File: src/pin_mux_params.svh
// constants for the multifunction status pin selector
`ifndef PIN_MUX_PARAMS_SVH
`define PIN_MUX_PARAMS_SVH

// register offsets on the plain port
`define FUNC_OFS 8'h00
`define STAT_OFS 8'h04

// reset value of the pin function code
`define FUNC_RST 8'h00

// field positions of the pin function code
`define DIR_BIT 7
`define LOOP_HI 5
`define LOOP_LO 4

// high two bits that mark the loop status codes
`define LOOP_GRP 2'b11

// loop 0 only serves nibbles from here up
`define LOOP0_FIRST 4'ha

// status register bit positions
`define STAT_PIN 0
`define STAT_OE 1

`endif

File: src/pin_mux_pkg.sv
// types for the multifunction status pin selector
`default_nettype none
package pin_mux_pkg;

	// status flags of one digital loop
	typedef struct packed {
		logic phase_lock;
		logic freq_lock;
		logic analog_lock;
		logic analog_cal;
		logic free_run;
		logic holdover;
		logic switching;
		logic hist_avail;
		logic hist_upd;
		logic clamp;
		logic slew_limited;
		logic demap_clamped;
		logic sync_pulse;
	} loop_flags_t;

	// low nibble of a loop status code
	typedef enum logic [3:0] {
		SEL_PHASE = 4'h0,
		SEL_FREQ = 4'h1,
		SEL_ANALOG = 4'h2,
		SEL_CAL = 4'h3,
		SEL_ACTIVE = 4'h4,
		SEL_FREE = 4'h5,
		SEL_HOLD = 4'h6,
		SEL_SWITCH = 4'h7,
		SEL_HAVAIL = 4'h8,
		SEL_HUPD = 4'h9,
		SEL_CLAMP = 4'ha,
		SEL_SLEW = 4'hb,
		SEL_SYNC = 4'hc,
		SEL_DEMAP = 4'hd
	} flag_sel_e;

	// whole state of the selector
	typedef struct packed {
		logic [7:0] func_code;
		logic pin;
		logic pin_oe;
		logic [7:0] rdata;
	} mux_state_t;

endpackage : pin_mux_pkg
`default_nettype wire

File: src/pin_status_mux.sv
// multifunction status pin selector for the four digital loops
//
// The plain strobed port and the address map were chosen for this implementation.
`include "pin_mux_params.svh"
`default_nettype none

module pin_status_mux #(
	parameter int LOOPS = 4,
	parameter int REFS = 4
) (
	// clock and reset
	input wire logic ref_clk_in,
	input wire logic rst_n_in,
	// register port
	input wire logic [7:0] addr_in,
	input wire logic [7:0] wdata_in,
	input wire logic wr_in,
	input wire logic rd_in,
	output logic [7:0] rdata_out,
	// status flags from the loops, same clock
	input wire pin_mux_pkg::loop_flags_t [LOOPS-1:0] flags_in,
	// per reference, which loop uses it as active input
	input wire logic [REFS-1:0][LOOPS-1:0] ref_active_in,
	// multifunction pin
	output logic pin_out,
	output logic pin_oe_out
);

	// one flag out of a loop's set, chosen by the low nibble
	function automatic logic pick_flag(
		input logic [3:0] nib,
		input pin_mux_pkg::loop_flags_t f,
		input logic act
	);
		logic r;
		r = 1'b0;
		case (pin_mux_pkg::flag_sel_e'(nib))
			pin_mux_pkg::SEL_PHASE: r = f.phase_lock;
			pin_mux_pkg::SEL_FREQ: r = f.freq_lock;
			pin_mux_pkg::SEL_ANALOG: r = f.analog_lock;
			pin_mux_pkg::SEL_CAL: r = f.analog_cal;
			pin_mux_pkg::SEL_ACTIVE: r = act;
			pin_mux_pkg::SEL_FREE: r = f.free_run;
			pin_mux_pkg::SEL_HOLD: r = f.holdover;
			pin_mux_pkg::SEL_SWITCH: r = f.switching;
			pin_mux_pkg::SEL_HAVAIL: r = f.hist_avail;
			pin_mux_pkg::SEL_HUPD: r = f.hist_upd;
			pin_mux_pkg::SEL_CLAMP: r = f.clamp;
			pin_mux_pkg::SEL_SLEW: r = f.slew_limited;
			pin_mux_pkg::SEL_SYNC: r = f.sync_pulse;
			pin_mux_pkg::SEL_DEMAP: r = f.demap_clamped;
			default: r = 1'b0;
		endcase
		return r;
	endfunction : pick_flag

	// true when the code lies in the loop status range served here
	function automatic logic code_served(input logic [7:0] code);
		logic r;
		r = (code[7:6] == `LOOP_GRP);
		if (code[`LOOP_HI:`LOOP_LO] == 2'b00 && code[3:0] < `LOOP0_FIRST)
		begin
			r = 1'b0;
		end
		return r;
	endfunction : code_served

	pin_mux_pkg::mux_state_t s;
	pin_mux_pkg::mux_state_t next_s;
	logic [LOOPS-1:0] loop_act;
	logic [LOOPS-1:0] loop_bit;
	logic [1:0] loop_idx;

	// per loop: active is the OR over references, then pick the flag
	for (genvar l = 0; l < LOOPS; l++)
	begin : g_loop
		logic [REFS-1:0] col;
		for (genvar r = 0; r < REFS; r++)
		begin : g_ref
			assign col[r] = ref_active_in[r][l];
		end
		assign loop_act[l] = |col;
		assign loop_bit[l] = pick_flag(s.func_code[3:0], flags_in[l], loop_act[l]);
	end

	assign loop_idx = s.func_code[`LOOP_HI:`LOOP_LO];

	// next state: register port and pin selection
	always_comb
	begin
		next_s = s;
		if (wr_in && addr_in == `FUNC_OFS)
		begin
			next_s.func_code = wdata_in;
		end
		next_s.rdata = 8'h00;
		if (rd_in)
		begin
			case (addr_in)
				`FUNC_OFS: next_s.rdata = s.func_code;
				`STAT_OFS:
				begin
					next_s.rdata[`STAT_PIN] = s.pin;
					next_s.rdata[`STAT_OE] = s.pin_oe;
				end
				default: next_s.rdata = 8'h00;
			endcase
		end
		// top bit set turns the pin into an output
		next_s.pin_oe = s.func_code[`DIR_BIT];
		// served codes with a listed nibble route a flag, all others hold low
		if (code_served(s.func_code))
		begin
			next_s.pin = loop_bit[loop_idx];
		end
		else
		begin
			next_s.pin = 1'b0;
		end
	end

	// state register, pin leaves straight from a flip-flop
	always_ff @(posedge ref_clk_in or negedge rst_n_in)
	begin
		if (!rst_n_in)
		begin
			s.func_code <= `FUNC_RST;
			s.pin <= 1'b0;
			s.pin_oe <= 1'b0;
			s.rdata <= 8'h00;
		end
		else
		begin
			s <= next_s;
		end
	end

	assign pin_out = s.pin;
	assign pin_oe_out = s.pin_oe;
	assign rdata_out = s.rdata;
endmodule : pin_status_mux
`default_nettype wire

File: config.mk
export PLATFORM = sky130hd
export DESIGN_NAME = pin_status_mux
export DESIGN_NICKNAME = d
export VERILOG_FILES = /design/src/pin_mux_pkg.sv /design/src/pin_status_mux.sv
export VERILOG_INCLUDE_DIRS = /design/src
export SDC_FILE = /design/constraint.sdc
export NUM_CORES = 1
export LEC_CHECK = 0
export BUFFER_PORTS_ARGS = -buffer_cell sky130_fd_sc_hd__clkbuf_2
export CORE_MARGIN = 2
export CORE_UTILIZATION = 42
export CTS_BUF_LIST = sky130_fd_sc_hd__clkbuf_8
export CTS_CLUSTER_DIAMETER = 150
export DETAILED_ROUTE_END_ITERATION = 12
export PLACE_DENSITY = 0.83
export SLEW_MARGIN = 10
export SYNTH_ARGS = -nofsm -noshare
export SYNTH_HDL_FRONTEND = slang
export SYNTH_SLANG_ARGS = --single-unit
File: constraint.sdc
create_clock -name ref_clk_in -period 2.1 [get_ports ref_clk_in]
set_input_delay 0.105 -clock ref_clk_in [delete_from_list [all_inputs] [get_ports ref_clk_in]]
set_output_delay 0.105 -clock ref_clk_in [all_outputs]
set_load 0.05 [all_outputs]
# Yosys cells after proc, flatten, opt, wreduce, memory -nomap -nowiden
# Cells that the tools add are included.
# Widths: inputs -> output; s select.
# op_classes
n_lt_le_gt_ge	2
eq_ne	15
n_mux	11
reduce_logical	9
# op_table
cell	count
$pmux 1 s14	4
$eq 4x4->1 const B	6
$eq 4x3->1 const B	4
$reduce_or 4->1	4
$eq 4x2->1 const B	2
$eq 8x3->1 const B	1
$logic_not 8->1	1
$mux 8	1
$mux 6	1
$eq 4x1->1 const B	1
$logic_not 4->1	1
$lt 4x4->1 const B	1
$pmux 2 s2	1
$lt 2x3->1 const B	1
$mux 1	3
$bmux 1 s2	1
$eq 2x2->1 const B	1
$logic_and 1x1->1	2
$logic_not 2->1	1
# word_totals
register_bits	18
output_inout_bits	10
word_cells	41

# Logic depth before layout (Yosys ltp)
# depth
word_depth	5
depth_mapped	8
depth_no_buf	5

# Worst setup path after synthesis
# No wires, ideal clock.
# synth_timing
kind	register -> register
start	register s[10] (netlist bit)
end	register s (netlist bit pin_out)
setup_ps	134
arrival_time_ps	1484
required_time_ps	1966
slack_ps	482
path_stages_with_launch	8
n_path_buf	2
path_cell_list	dfrtp_1 > clkbuf_2 > buf_2 > mux2_2 > nand3_1 > o311ai_0 > nor4_1 > o32ai_1
# synth_rtl
item	line	rtl
start: declaration	pin_status_mux.sv:68	pin_mux_pkg::mux_state_t s;
start signal: assignment	pin_status_mux.sv:134	s <= next_s;

==> results.ini <==
[placed_design]
place.port_buffers=86
placed_cells=258
hpwl_um=2940
gp_congestion=0.902

[setup_path]
cpPeakStageDelay_ns=0.66
critPathKind=flip-flop to flip-flop
worstSetupStartpointType=flip-flop
crit_fanout=17
worstSetupEndpointType=flip-flop
slowest_stage=dfrtp_1
crit_chain=nor3b_1, nand3_1, o2111ai_1, a211oi_1, o32ai_1
critPathRequiredTime_ns=2.24
startpoint=s[12]
worstReg2RegStart=s[12]
crit_family=flip-flops
crit_buf_inv=0
cp_data_arrival_time_ns=2.04

[synth]
synth_top_area_share_pct=33.6
synth_common_cells=dfrtp_1, mux2_2, buf_2, buf_4
netlist_area_sq_um=1340
synthesis.instances=139
synth-async-reset-ratio_pct=100
seq_area_frac_synth_pct=33.6
ys_seq_elements=18
syn_area_per_cell_sq_um=9.65
synth.largest_area_cell=dfrtp_1
ys_warn_count=0
yosys-top-cells-area=dfrtp_1, mux2_2, buf_4
synth.distinct_cells=42
synth-edff-count=0
syn-num-nets=227
synthFlopType=dfrtp_1
synth.most_common_cell=dfrtp_1

[die]
die_w_um=60.5
die_area_sq_um=3660
pin_count=98
die_y_um=60.5
start_util_pct=43.9
num_rows=20
fp.coreArea_sq_um=3050

[clock_network]
htreeDepth=1
root_buffer=clkbuf_8
clkSinkCount=18
tritoncts=done
cts_max_path_buffers=2
cts_repair_resize_count=0
clk_pin_slew_ns=0.06
numCtsBuffers=3
clk_latency_ns=0.24

[timing]
finalSetupViolCount=0
tightest_slew_ns=0.513
fin_skew_ns=0.000829
worst_hold_slack_ns=0.0899
max_freq_mhz=526
rsz0062_at_grt=false
fin_crit_sh_pct=90.6
slew_viol_final=0
setup_tns_ns=0
final.min_clock_period_ns=1.90
maxSlewHeadroom_pct=65.8
hold_viol=0

[finish]
area_delta_synth_final_pct=36.1
n_antenna_cell=0
utilization_pct=59.8
finalNetCount=308
fin_cells=262
drive_above_1_share_pct=53.2

[drt]
drc=0
num_vias=1376
drtIter0Drc=44
routedWlPerCell_um=13.6
via_per_inst=5.25
drt_first_pass_iters=4
totalWireLength_um=3560
ant_nets=0

[power]
powerDensity_nw_per_um2=429
p_leak_nw=0.908
peakVddDrop_uv=379

[min_path]
min_path_type=input port to flip-flop
min_from=wdata_in[4]

[grt]
grt_max_degree=19
grtUsageTotal_pct=19.5
grt_pass1_wl_um=5330
antenna_found_initial=0
overflow=0
grt_pass1_vias=1254

[flow_run]
drv_cap=0

[status]
outcome=finished clean

==> registers in the layout, indices dropped and copies added, names as in the netlist <==
name / count
loop_idx: 2
pin_oe_out: 1
rdata_out: 8
s: 5
pin_out: 1
next_s: 1
==> layout by cell type (no fill, tap or decap), drive strengths merged, types with 5 or more instances in the layout <==
master / netlist / final
a31oi: 6 / 6
and2: 6 / 6
buf: 16 / 8
clkbuf: 3 / 89
dfrtp: 18 / 18
mux2: 15 / 15
nand2: 6 / 6
nand3: 7 / 7
nand3b: 5 / 5
nand4: 5 / 5
nor2: 5 / 5
nor2b: 7 / 7
nor4: 5 / 5
==> cell type report <==
cell class                      instances  area (sq um)
Fill cell                             275          1230
Multi-Input combinational cell        101           774
Timing Repair Buffer                   95           500
Sequential cell                        18           450
Tap cell                               44          55.1
Clock buffer                            3          41.3
Inverter                                1          3.75
==> through the flow <==
| stage | area [sq um] | total power [mW] | worst slack [ns] |
|---|---|---|---|
| floorplan | 1340 | 0.459 | 0.482 |
| global placement | 1770 | 0.557 | 0.289 |
| detailed placement | 1770 | 0.561 | 0.235 |
| CTS | 1830 | 0.790 | 0.219 |
| global route | 1830 | 0.830 | 0.0166 |
| finish | 1830 | 0.782 | 0.197 |
==> cells by family (layout without fill, tap and decap cells) <==
family / count (synthesis) / in the layout / synth area share, %
buf+inv: 20 / 99 / 8.68
flops: 18 / 18 / 33.6
simple gates: 55 / 55 / 26.5
compound gates: 28 / 28 / 15.9
mux: 18 / 18 / 15.4
==> what timing repair did <==
action,in CTS,in global routing
setup buffers,0,0
endpoints found under the hold margin,18,0
hold buffers,1,0
==> power breakdown <==
group	switching, mW	total (mW)	internal [mW]
clock network	0.0979	0.225	0.127
registers	0.0200	0.375	0.355
logic	0.0777	0.182	0.105
==> routing by layer <==
| metal | track usage [%] | vias to the layer above | wire length [um] |
|---|---|---|---|
| met5 | 0 | - | 0 |
| met4 | 5.90 | 0 | 27 |
| met3 | 3.20 | 2 | 223 |
| met2 | 36.2 | 59 | 1890 |
| met1 | 23.1 | 632 | 1420 |
| li1 | - | 683 | - |
==> worst paths after layout <==
kind,to,slack [ns],cells past startpoint
max reg2reg,pin_out,0.20,5
min reg2reg,pin_oe_out,0.46,0
max,pin_out,0.20,5
max in group asynchronous,rdata_out[4],1.44,2
min in group asynchronous,s[11],0.36,2
min,loop_idx[0],0.09,2
Note: power is estimated with default switching activity, not from simulation.
